--- config.mk ---
export PLATFORM = sky130hd
export DESIGN_NAME = lfaf_top
export DESIGN_NICKNAME = d
export VERILOG_FILES = /design/src/common/lfaf_pkg.sv /design/src/common/lfaf_core_if.sv /design/src/hdl/lfaf_top.sv /design/src/hdl/lfaf_sticky_bank.sv /design/src/hdl/lfaf_alert_gate.sv
export SDC_FILE = /design/constraint.sdc
export NUM_CORES = 1
export LEC_CHECK = 0
export BUFFER_PORTS_ARGS = -buffer_cell sky130_fd_sc_hd__clkbuf_2
export CORE_MARGIN = 8
export CORE_UTILIZATION = 56
export CTS_CLUSTER_DIAMETER = 30
export DETAILED_ROUTE_END_ITERATION = 16
export GPL_TIMING_DRIVEN = 0
export PLACE_DENSITY_LB_ADDON = 0.2
export SLEW_MARGIN = 20
export SYNTH_ARGS = -nofsm -noshare
export SYNTH_HDL_FRONTEND = slang
export SYNTH_SLANG_ARGS = --single-unit
export TNS_END_PERCENT = 5
--- constraint.sdc ---
create_clock -name clock_i -period 2.1 [get_ports clock_i]
set_input_delay 0.42 -clock clock_i [delete_from_list [all_inputs] [get_ports clock_i]]
set_output_delay 0.42 -clock clock_i [all_outputs]
set_load 0.1 [all_outputs]
--- src/common/lfaf_pkg.sv ---
// constants, register map and decode helpers for the limit fault alert flags block
package lfaf_pkg;

	// ----------------------------------------------------------------
	// register offsets
	// ----------------------------------------------------------------
	localparam logic [7:0] LFAF_ADDR_CONTROL_B      = 8'h01;
	localparam logic [7:0] LFAF_ADDR_THR_ALERT_EN   = 8'h02;
	localparam logic [7:0] LFAF_ADDR_LIMIT_STATUS   = 8'h03;
	localparam logic [7:0] LFAF_ADDR_FAULT_HISTORY  = 8'h04;
	localparam logic [7:0] LFAF_ADDR_EXTRA_ALERT_EN = 8'h32;
	localparam logic [7:0] LFAF_ADDR_PIN_CONFIG     = 8'h33;

	// ----------------------------------------------------------------
	// reset values and writable masks
	// ----------------------------------------------------------------
	localparam logic [7:0] LFAF_RST_CONTROL_B      = 8'h00;
	localparam logic [7:0] LFAF_RST_THR_ALERT_EN   = 8'h00;
	localparam logic [7:0] LFAF_RST_LIMIT_STATUS   = 8'h00;
	localparam logic [7:0] LFAF_RST_FAULT_HISTORY  = 8'h00;
	localparam logic [7:0] LFAF_RST_EXTRA_ALERT_EN = 8'h00;
	localparam logic [7:0] LFAF_RST_PIN_CONFIG     = 8'h00;
	localparam logic [7:0] LFAF_MASK_EXTRA_ALERT   = 8'hEF;
	localparam logic [7:0] LFAF_MASK_PIN_CONFIG    = 8'hFE;
	localparam logic [7:0] LFAF_READ_UNMAPPED      = 8'h00;
	localparam logic [7:0] LFAF_ALL_ONES           = 8'hFF;
	localparam logic [7:0] LFAF_ALL_ZEROS          = 8'h00;

	// ----------------------------------------------------------------
	// control_b field positions and codes
	// ----------------------------------------------------------------
	localparam int         LFAF_CB_ALERT_CLR    = 7;
	localparam int         LFAF_CB_SHUTDOWN     = 6;
	localparam int         LFAF_CB_CLR_ON_READ  = 5;
	localparam int         LFAF_CB_AUTO_WAKE    = 4;
	localparam int         LFAF_CB_RESET_HI     = 1;
	localparam int         LFAF_CB_RESET_LO     = 0;
	localparam logic [1:0] LFAF_CB_RESET_ALL    = 2'h3;
	localparam logic [1:0] LFAF_CB_RESET_ACCUM  = 2'h2;

	// ----------------------------------------------------------------
	// extra_alert_enable bit positions
	// ----------------------------------------------------------------
	localparam int LFAF_AL2_CONV_DONE = 7;
	localparam int LFAF_AL2_PIN_ONE   = 6;
	localparam int LFAF_AL2_PIN_TWO   = 5;
	localparam int LFAF_AL2_RESERVED  = 4;
	localparam int LFAF_AL2_STUCK     = 3;
	localparam int LFAF_AL2_ENERGY    = 2;
	localparam int LFAF_AL2_CHARGE    = 1;
	localparam int LFAF_AL2_TIME      = 0;

	// ----------------------------------------------------------------
	// pin_config fields and codes
	// ----------------------------------------------------------------
	localparam int         LFAF_GP_ONE_HI      = 7;
	localparam int         LFAF_GP_ONE_LO      = 6;
	localparam int         LFAF_GP_TWO_HI      = 5;
	localparam int         LFAF_GP_TWO_LO      = 4;
	localparam int         LFAF_GP_THREE_HI    = 3;
	localparam int         LFAF_GP_THREE_LO    = 2;
	localparam logic [1:0] LFAF_PIN_ACTIVE_LOW  = 2'h1;
	localparam logic [1:0] LFAF_PIN_ACTIVE_HIGH = 2'h0;
	localparam logic [1:0] LFAF_PIN_ALERT_OUT   = 2'h0;

	typedef enum {
		LFAF_SEL_NONE,
		LFAF_SEL_CONTROL_B,
		LFAF_SEL_THR_EN,
		LFAF_SEL_STATUS,
		LFAF_SEL_FAULT,
		LFAF_SEL_EXTRA_EN,
		LFAF_SEL_PIN_CFG
	} lfaf_sel_e;

	function automatic lfaf_sel_e lfaf_decode(input logic [7:0] addr);
		lfaf_sel_e sel;
		case (addr)
			LFAF_ADDR_CONTROL_B:      sel = LFAF_SEL_CONTROL_B;
			LFAF_ADDR_THR_ALERT_EN:   sel = LFAF_SEL_THR_EN;
			LFAF_ADDR_LIMIT_STATUS:   sel = LFAF_SEL_STATUS;
			LFAF_ADDR_FAULT_HISTORY:  sel = LFAF_SEL_FAULT;
			LFAF_ADDR_EXTRA_ALERT_EN: sel = LFAF_SEL_EXTRA_EN;
			LFAF_ADDR_PIN_CONFIG:     sel = LFAF_SEL_PIN_CFG;
			default:                  sel = LFAF_SEL_NONE;
		endcase
		return sel;
	endfunction : lfaf_decode

	// active level of a general pin input from its two-bit configuration
	function automatic logic lfaf_pin_active(input logic [1:0] cfg, input logic level);
		logic act;
		case (cfg)
			LFAF_PIN_ACTIVE_LOW:  act = ~level;
			LFAF_PIN_ACTIVE_HIGH: act = level;
			default:              act = 1'b0;
		endcase
		return act;
	endfunction : lfaf_pin_active

endpackage : lfaf_pkg

--- src/common/lfaf_core_if.sv ---
// signals shared between the top, the sticky fault bank and the alert gate
`timescale 1ns/100ps
`default_nettype none
interface lfaf_core_if;
	logic [7:0] thr_set;
	logic [7:0] fault_clr;
	logic [7:0] fault;
	logic [7:0] thr_evt;
	logic [7:0] thr_en;
	logic [7:0] ext_evt;
	logic [7:0] ext_en;
	logic       alert_clr;
	logic       alert;

	modport bank (input thr_set, input fault_clr, output fault);
	modport gate (input thr_evt, input thr_en, input ext_evt, input ext_en,
		input alert_clr, output alert);
	modport top  (output thr_set, output fault_clr, output thr_evt, output thr_en,
		output ext_evt, output ext_en, output alert_clr, input fault, input alert);
endinterface : lfaf_core_if
`default_nettype wire

--- src/hdl/lfaf_top.sv ---
// limit fault alert flags: live status, sticky faults, alert enables and alert pin
// Contract
// - limit_status bit 7 shows power over max, bit 6 power under min.
// - limit_status bit 5 shows current over max, bit 4 under min.
// - limit_status bit 3 shows input voltage over max, bit 2 under min.
// - limit_status bit 1 shows aux input over max, bit 0 under min.
// - fault_history bits 7 and 6 remember power over and under events.
// - fault_history bits 5 and 4 remember current over and under events.
// - fault_history bits 3 and 2 remember input voltage over and under.
// - fault_history bits 1 and 0 remember aux input over and under.
// - enable bit 7 lets each finished conversion raise the alert.
// - enable bit 6 alerts when pin one turns active per its config.
// - enable bit 5 alerts when pin two turns active per its config.
// - enable bit 3 alerts on stuck-bus wake-up, only with auto wake set.
// - enable bit 2 alerts on energy register overflow.
// - enable bit 1 alerts on charge register overflow.
// - enable bit 0 alerts on time counter overflow.
// - threshold enable bits 7..0 gate the eight limit alerts one for one.
// - with control bit 5 set, reading fault_history clears it.
// - with control bit 7 set, being addressed releases the alert.
`timescale 1ns/100ps
`default_nettype none
module lfaf_top (
	input  wire logic        clock_i,
	input  wire logic        rst_n_i,
	input  wire logic [7:0]  reg_addr_i,
	input  wire logic        reg_wr_i,
	input  wire logic        reg_rd_i,
	input  wire logic [7:0]  reg_wdata_i,
	output var  logic [7:0]  reg_rdata_o,
	output var  logic        reg_rvalid_o,
	input  wire logic        addressed_i,
	input  wire logic [7:0]  live_limit_i,
	input  wire logic        conv_done_i,
	input  wire logic        general_pin_one_i,
	input  wire logic        general_pin_two_i,
	input  wire logic        stuck_wake_i,
	input  wire logic        energy_ovf_i,
	input  wire logic        charge_ovf_i,
	input  wire logic        time_ovf_i,
	output logic             alert_o,
	output logic             general_pin_three_o,
	output logic             general_pin_three_oe_n_o,
	output logic             shutdown_o,
	output var  logic        accum_reset_o
);
	import lfaf_pkg::*;

	// ----------------------------------------------------------------
	// reset release
	// ----------------------------------------------------------------
	logic rst_meta_n;
	logic rst_n;

	always_ff @(posedge clock_i or negedge rst_n_i) begin
		if (!rst_n_i) begin
			rst_meta_n <= 1'b0;
			rst_n      <= 1'b0;
		end else begin
			rst_meta_n <= 1'b1;
			rst_n      <= rst_meta_n;
		end
	end

	// ----------------------------------------------------------------
	// register decode
	// ----------------------------------------------------------------
	lfaf_core_if core ();

	logic [7:0] control_b;
	logic [7:0] threshold_alert_enable;
	logic [7:0] extra_alert_enable;
	logic [7:0] pin_config;
	logic [7:0] limit_status;
	lfaf_sel_e  wr_sel;
	lfaf_sel_e  rd_sel;
	logic       soft_reset;
	logic       fault_write;
	logic       fault_cor;
	logic       fault_op;

	assign wr_sel      = reg_wr_i ? lfaf_decode(reg_addr_i) : LFAF_SEL_NONE;
	assign rd_sel      = reg_rd_i ? lfaf_decode(reg_addr_i) : LFAF_SEL_NONE;
	// a reset-all write wipes every register except limit_status and live-held fault bits in the same cycle, itself included
	assign soft_reset  = (wr_sel == LFAF_SEL_CONTROL_B) &&
		(reg_wdata_i[LFAF_CB_RESET_HI:LFAF_CB_RESET_LO] == LFAF_CB_RESET_ALL);
	assign fault_write = (wr_sel == LFAF_SEL_FAULT);
	assign fault_cor   = (rd_sel == LFAF_SEL_FAULT) && control_b[LFAF_CB_CLR_ON_READ];
	assign fault_op    = fault_write || fault_cor;

	// ----------------------------------------------------------------
	// writable registers
	// ----------------------------------------------------------------
	always_ff @(posedge clock_i or negedge rst_n) begin
		if (!rst_n) begin
			control_b <= LFAF_RST_CONTROL_B;
		end else if (soft_reset) begin
			control_b <= LFAF_RST_CONTROL_B;
		end else if (wr_sel == LFAF_SEL_CONTROL_B) begin
			control_b <= reg_wdata_i;
		end
	end

	always_ff @(posedge clock_i or negedge rst_n) begin
		if (!rst_n) begin
			threshold_alert_enable <= LFAF_RST_THR_ALERT_EN;
		end else if (soft_reset) begin
			threshold_alert_enable <= LFAF_RST_THR_ALERT_EN;
		end else if (wr_sel == LFAF_SEL_THR_EN) begin
			threshold_alert_enable <= reg_wdata_i;
		end
	end

	always_ff @(posedge clock_i or negedge rst_n) begin
		if (!rst_n) begin
			extra_alert_enable <= LFAF_RST_EXTRA_ALERT_EN;
		end else if (soft_reset) begin
			extra_alert_enable <= LFAF_RST_EXTRA_ALERT_EN;
		end else if (wr_sel == LFAF_SEL_EXTRA_EN) begin
			extra_alert_enable <= reg_wdata_i & LFAF_MASK_EXTRA_ALERT;
		end
	end

	always_ff @(posedge clock_i or negedge rst_n) begin
		if (!rst_n) begin
			pin_config <= LFAF_RST_PIN_CONFIG;
		end else if (soft_reset) begin
			pin_config <= LFAF_RST_PIN_CONFIG;
		end else if (wr_sel == LFAF_SEL_PIN_CFG) begin
			pin_config <= reg_wdata_i & LFAF_MASK_PIN_CONFIG;
		end
	end

	// accumulator reset is a command, not state: one pulse per write
	always_ff @(posedge clock_i or negedge rst_n) begin
		if (!rst_n) begin
			accum_reset_o <= 1'b0;
		end else begin
			accum_reset_o <= (wr_sel == LFAF_SEL_CONTROL_B) &&
				(reg_wdata_i[LFAF_CB_RESET_HI:LFAF_CB_RESET_LO] == LFAF_CB_RESET_ACCUM);
		end
	end

	// ----------------------------------------------------------------
	// live status and edge history
	// ----------------------------------------------------------------
	logic pin_one_act;
	logic pin_two_act;
	logic pin_one_prev;
	logic pin_two_prev;

	always_ff @(posedge clock_i or negedge rst_n) begin
		if (!rst_n) begin
			limit_status <= LFAF_RST_LIMIT_STATUS;
		end else begin
			limit_status <= live_limit_i;
		end
	end

	assign pin_one_act = lfaf_pin_active(pin_config[LFAF_GP_ONE_HI:LFAF_GP_ONE_LO],
		general_pin_one_i);
	assign pin_two_act = lfaf_pin_active(pin_config[LFAF_GP_TWO_HI:LFAF_GP_TWO_LO],
		general_pin_two_i);

	always_ff @(posedge clock_i or negedge rst_n) begin
		if (!rst_n) begin
			pin_one_prev <= 1'b0;
			pin_two_prev <= 1'b0;
		end else begin
			pin_one_prev <= pin_one_act;
			pin_two_prev <= pin_two_act;
		end
	end

	// ----------------------------------------------------------------
	// sticky faults and alert
	// ----------------------------------------------------------------
	// live conditions latch
	assign core.thr_set   = live_limit_i;
	assign core.fault_clr = (soft_reset || fault_cor) ? LFAF_ALL_ONES :
		fault_write ? ~reg_wdata_i : LFAF_ALL_ZEROS;

	// limit and pin events are edges: a lasting limit condition alerts once, so a bus clear sticks
	assign core.thr_evt = live_limit_i & ~limit_status;
	assign core.thr_en  = threshold_alert_enable;
	assign core.ext_evt = {conv_done_i, pin_one_act & ~pin_one_prev,
		pin_two_act & ~pin_two_prev, 1'b0,
		stuck_wake_i & control_b[LFAF_CB_AUTO_WAKE],
		energy_ovf_i, charge_ovf_i, time_ovf_i};
	assign core.ext_en  = extra_alert_enable;

	// clearing enabled faults releases it
	// a bit that its live condition holds set stays set, so it keeps the alert too
	assign core.alert_clr = (addressed_i && control_b[LFAF_CB_ALERT_CLR]) || soft_reset ||
		(fault_op && ((((core.fault & ~core.fault_clr) | core.thr_set) &
		threshold_alert_enable) == LFAF_ALL_ZEROS));

	lfaf_sticky_bank u_bank (
		.clock_i (clock_i),
		.rst_n_i (rst_n),
		.core    (core.bank)
	);

	lfaf_alert_gate u_gate (
		.clock_i (clock_i),
		.rst_n_i (rst_n),
		.core    (core.gate)
	);

	// ----------------------------------------------------------------
	// outputs and read port
	// ----------------------------------------------------------------
	assign alert_o             = core.alert;
	assign shutdown_o          = control_b[LFAF_CB_SHUTDOWN];
	assign general_pin_three_o = 1'b0;
	// open drain alert on pin three
	assign general_pin_three_oe_n_o = !(core.alert &&
		(pin_config[LFAF_GP_THREE_HI:LFAF_GP_THREE_LO] == LFAF_PIN_ALERT_OUT));

	always_ff @(posedge clock_i or negedge rst_n) begin
		if (!rst_n) begin
			reg_rdata_o  <= LFAF_READ_UNMAPPED;
			reg_rvalid_o <= 1'b0;
		end else begin
			reg_rvalid_o <= reg_rd_i;
			if (reg_rd_i) begin
				case (rd_sel)
					LFAF_SEL_CONTROL_B: reg_rdata_o <= control_b;
					LFAF_SEL_THR_EN:    reg_rdata_o <= threshold_alert_enable;
					LFAF_SEL_STATUS:    reg_rdata_o <= limit_status;
					LFAF_SEL_FAULT:     reg_rdata_o <= core.fault;
					LFAF_SEL_EXTRA_EN:  reg_rdata_o <= extra_alert_enable;
					LFAF_SEL_PIN_CFG:   reg_rdata_o <= pin_config;
					default:            reg_rdata_o <= LFAF_READ_UNMAPPED;
				endcase
			end
		end
	end

	logic any_masked;
	assign any_masked = |(core.thr_evt & threshold_alert_enable) |
		|(core.ext_evt & extra_alert_enable);
endmodule : lfaf_top
`default_nettype wire

--- src/hdl/lfaf_sticky_bank.sv ---
// eight sticky fault bits, set by live conditions and cleared by software
`timescale 1ns/100ps
`default_nettype none
module lfaf_sticky_bank (
	input  wire logic  clock_i,
	input  wire logic  rst_n_i,
	lfaf_core_if.bank  core
);
	import lfaf_pkg::*;

	genvar i;
	generate
		for (i = 0; i < 8; i++) begin : g_bit
			always_ff @(posedge clock_i or negedge rst_n_i) begin
				if (!rst_n_i) begin
					core.fault[i] <= LFAF_RST_FAULT_HISTORY[i];
				end else if (core.thr_set[i]) begin
					core.fault[i] <= 1'b1;
				end else if (core.fault_clr[i]) begin
					core.fault[i] <= 1'b0;
				end
			end
		end
	endgenerate

endmodule : lfaf_sticky_bank
`default_nettype wire

--- src/hdl/lfaf_alert_gate.sv ---
// alert latch: masked events set it, bus clear conditions release it
`timescale 1ns/100ps
`default_nettype none
module lfaf_alert_gate (
	input  wire logic  clock_i,
	input  wire logic  rst_n_i,
	lfaf_core_if.gate  core
);
	import lfaf_pkg::*;

	logic any_event;

	assign any_event = |(core.thr_evt & core.thr_en) | |(core.ext_evt & core.ext_en);

	always_ff @(posedge clock_i or negedge rst_n_i) begin
		if (!rst_n_i) begin
			core.alert <= 1'b0;
		end else if (any_event) begin
			core.alert <= 1'b1;
		end else if (core.alert_clr) begin
			core.alert <= 1'b0;
		end
	end

endmodule : lfaf_alert_gate
`default_nettype wire

==> run summary <==
Worst path max stage delay: 0.58 ns
internal power: 1.83 mW
Synth Register Bits: 61
grt ovf: 0
distinct cell type count after synthesis: 57
top cells by area, synth: dfrtp_1 52%, nand2_1 5.6%, mux2i_1 5.1%
DR vias: 2724
Crit. End Element: flop
Synth Area in Compound Gates: 0.201
Initial Util: 0.578
clock tree buffer depth: 2
crit path launch type: primary input
area leader, netlist: dfrtp_1
DRT iter0 DRCs: 291
Final Critical Period: 2.11 ns
gr busiest metal: met2
crit path cell chain: buf_2 -> or4b_4 -> a2111o_1 -> nor2_2 -> a221o_1 -> a221oi_2 -> nand2_1
Final Setup Violations: 1
largest family of logic cells by synthesized area: simple AND/OR/NAND/NOR gates
Avg Cell Area, Syn: 10.3 um2
num ports: 50
drt pass-1 iters: 5
Post-synth top cells: 61 x dfrtp_1, 44 x nand2_1, 22 x nor2_1
DPL Wire Length: 6230 um
logic gate share of total power: 0.155
vias in the first global route: 2757
post-synthesis sequential area ratio: 0.521
Yosys top cell area share: 0.521
critical path's slowest cell: or4b_4
xor/xnor share of the synthesized area: 0.00598
Post-Synthesis Cells: 284
top-count cell post-synth: dfrtp_1
drt via density: 6.44
Sw Share: 0.301
FILL cells: 431
area taken by flip-flops and latches: 0.00153 mm2
M3 GR Usage: 0.0771
Post-Place Setup Slack: -0.669 ns
met1 global-route usage: 0.311
leading register cell type out of synthesis: dfrtp_1
Hold Path Class: reg2async
Final period util: 1.01
RD Place Congestion: 0.981
max cap viols: 0
clock slew at reported path FFs: 0.07 ns
Async SR Flop Fraction: 1.00
I/O Buffers: 47
GRT Total Usage: 0.242
share of layout cells above drive strength 1: 0.275
Std-Cell Rows: 26
crit path kind: in2reg
Worst-Skew Late Latency: 0.35 ns
PwrDens: 727 mW/mm2
crit path max fanout: 7
fin. max-slew vios: 0
Reg power frac: 0.493
largest net degree at the start of global routing: 43
Net Sw Power: 0.787 mW
maximum vdd drop: 482 uV
failing checks: negative setup slack
cell area after synthesis: 0.00293 mm2
DRC violations left: 0
CORE AREA: 0.00507 mm2
Slew @ Worst Pin: 0.699 ns
CTS root buf: clkbuf_8
die width: 88.4 um
Post-Synth Simple-Gate Area: 0.201
Adder-Cell Fraction of Synth Area: 0
clock share of power: 0.352
total CTS buffers: 9
multiplexer share of the synthesized area: 0.0512
nets: 386
met2 Use GR: 0.373
CP arrival: 2.39 ns
clock sink total: 61
Antenna diodes: 0
Slew HR: 0.531
Leak: 1.78 nW
Area growth syn-to-layout: 22.5%
initial antenna violation count: 0
WHS: 0.189 ns
Synth Warn #: 0
Post-synth EDFFs: 0
outcome: complete, but fails checks
setup slack after layout: -0.0135 ns
syn_nets: 320
CTS tree: done
DR WL/cell: 21.5 um
ANT nets after route: 0
Die ar.: 0.00781 mm2
die height: 88.4 um
final hold violations: 0
Clock Skew: 0.00666 ns
Max Clock Freq: 473 MHz
required time of the critical path: 2.38 ns
H-tree depth: 3
global-route wire length before repair: 14000 um
RSZ-0062 raised after global routing: yes
Post-Route WL: 9110 um
Multi-input gate area: 0.00143 mm2
-- sequential cells by signal, summed over array words and instances, names as in the netlist, 7 cells and up --
register,cells
control_b,8
core.thr_en,8
limit_status,8
reg_rdata_o,8
u_bank.core.fault,8
core.ext_en,7
pin_config,7
-- layer usage --
metal | wire length [um] | share of wire
met1 | 3690 | 0.40
met2 | 4230 | 0.46
met3 | 981 | 0.11
met4 | 206 | 0.023
met5 | 0 | 0
-- timing repair --
action / 4_1_cts / 5_1_grt
endpoints found under the setup margin: 38 / 38
buffers inserted: 2 / 5
gates resized for setup: 9 / 14
hold buffers: 1 / 0
endpoints found under the hold margin: 2 / 0
pin swaps: 1 / 6
-- stage by stage --
stage	instances	area, um2	util	setup TNS [ns]	total power [mW]
after floorplan	284	2930	-	-0.127	1.56
after global placement	401	3260	0.642	-39.31	1.68
after detailed placement	402	3280	0.646	-19.47	1.69
after CTS	418	3510	0.691	-0.0129	2.60
after global routing	423	3590	0.708	-0.256	2.70
final	423	3590	0.708	-0.0135	2.61
-- power by group through the flow --
| stage | clock (mW) | combinational, mW | sequential [mW] |
|---|---|---|---|
| final | 0.919 | 0.404 | 1.29 |
| after global routing | 0.974 | 0.430 | 1.30 |
| after CTS | 0.919 | 0.395 | 1.29 |
| after detailed placement | 0 | 0.386 | 1.31 |
| after global placement | 0 | 0.360 | 1.32 |
| after floorplan | 0 | 0.188 | 1.38 |
-- critical path: cells and delay by family --
family / cells / cell delay [ns]
buffers and inverters: 1 / 0.14
AND/OR/NAND/NOR: 3 / 1.10
AO/OA/AOI/OAI: 3 / 0.73
-- logic make-up after synthesis --
kind of cell,after synthesis
flops,61
buf+inv,12
compound gates,77
mux,15
xor+xnor,2
other cells,2
simple gates,115
-- cells in the final DEF, fill, tap and decap left out, drive strengths merged, types with 4 or more instances in the layout --
cell type	instances
a222oi	5
or3	4
a31oi	4
clkbuf	63
buf	12
o21bai	8
mux2i	15
a22o	9
nand2	45
nand4	7
dfrtp	61
and3	6
nand3	8
o21ai	17
a22oi	9
nor2	25
-- final cells by class --
class,count,share of cell area
multi-input cells,211,0.399
repair buffers,56,0.0885
clock buffers,12,0.0432
plain buffers,8,0.0132
well taps,70,0.0244
inverters,3,0.00313
flip-flops and latches,61,0.426
clock inverters,2,0.00279
-- path summary, 6_finish.rpt --
check / from / slack, ns / endpoint / cells after the start
max: reg_addr_i[4] / -0.01 / reg_rdata_o[0] / 7
min: rst_n / 0.19 / limit_status[7] / 0
min in group clock_i: live_limit_i[4] / 0.21 / limit_status[4] / 1
min reg2reg: rst_n / 0.19 / limit_status[7] / 0
max in group asynchronous: rst_n / 1.41 / u_bank.core.fault[4] / 1
max reg2reg: core.ext_en[7] / 0.21 / u_gate.core.alert / 6
No activity file was read; power rests on OpenSTA's default activity.
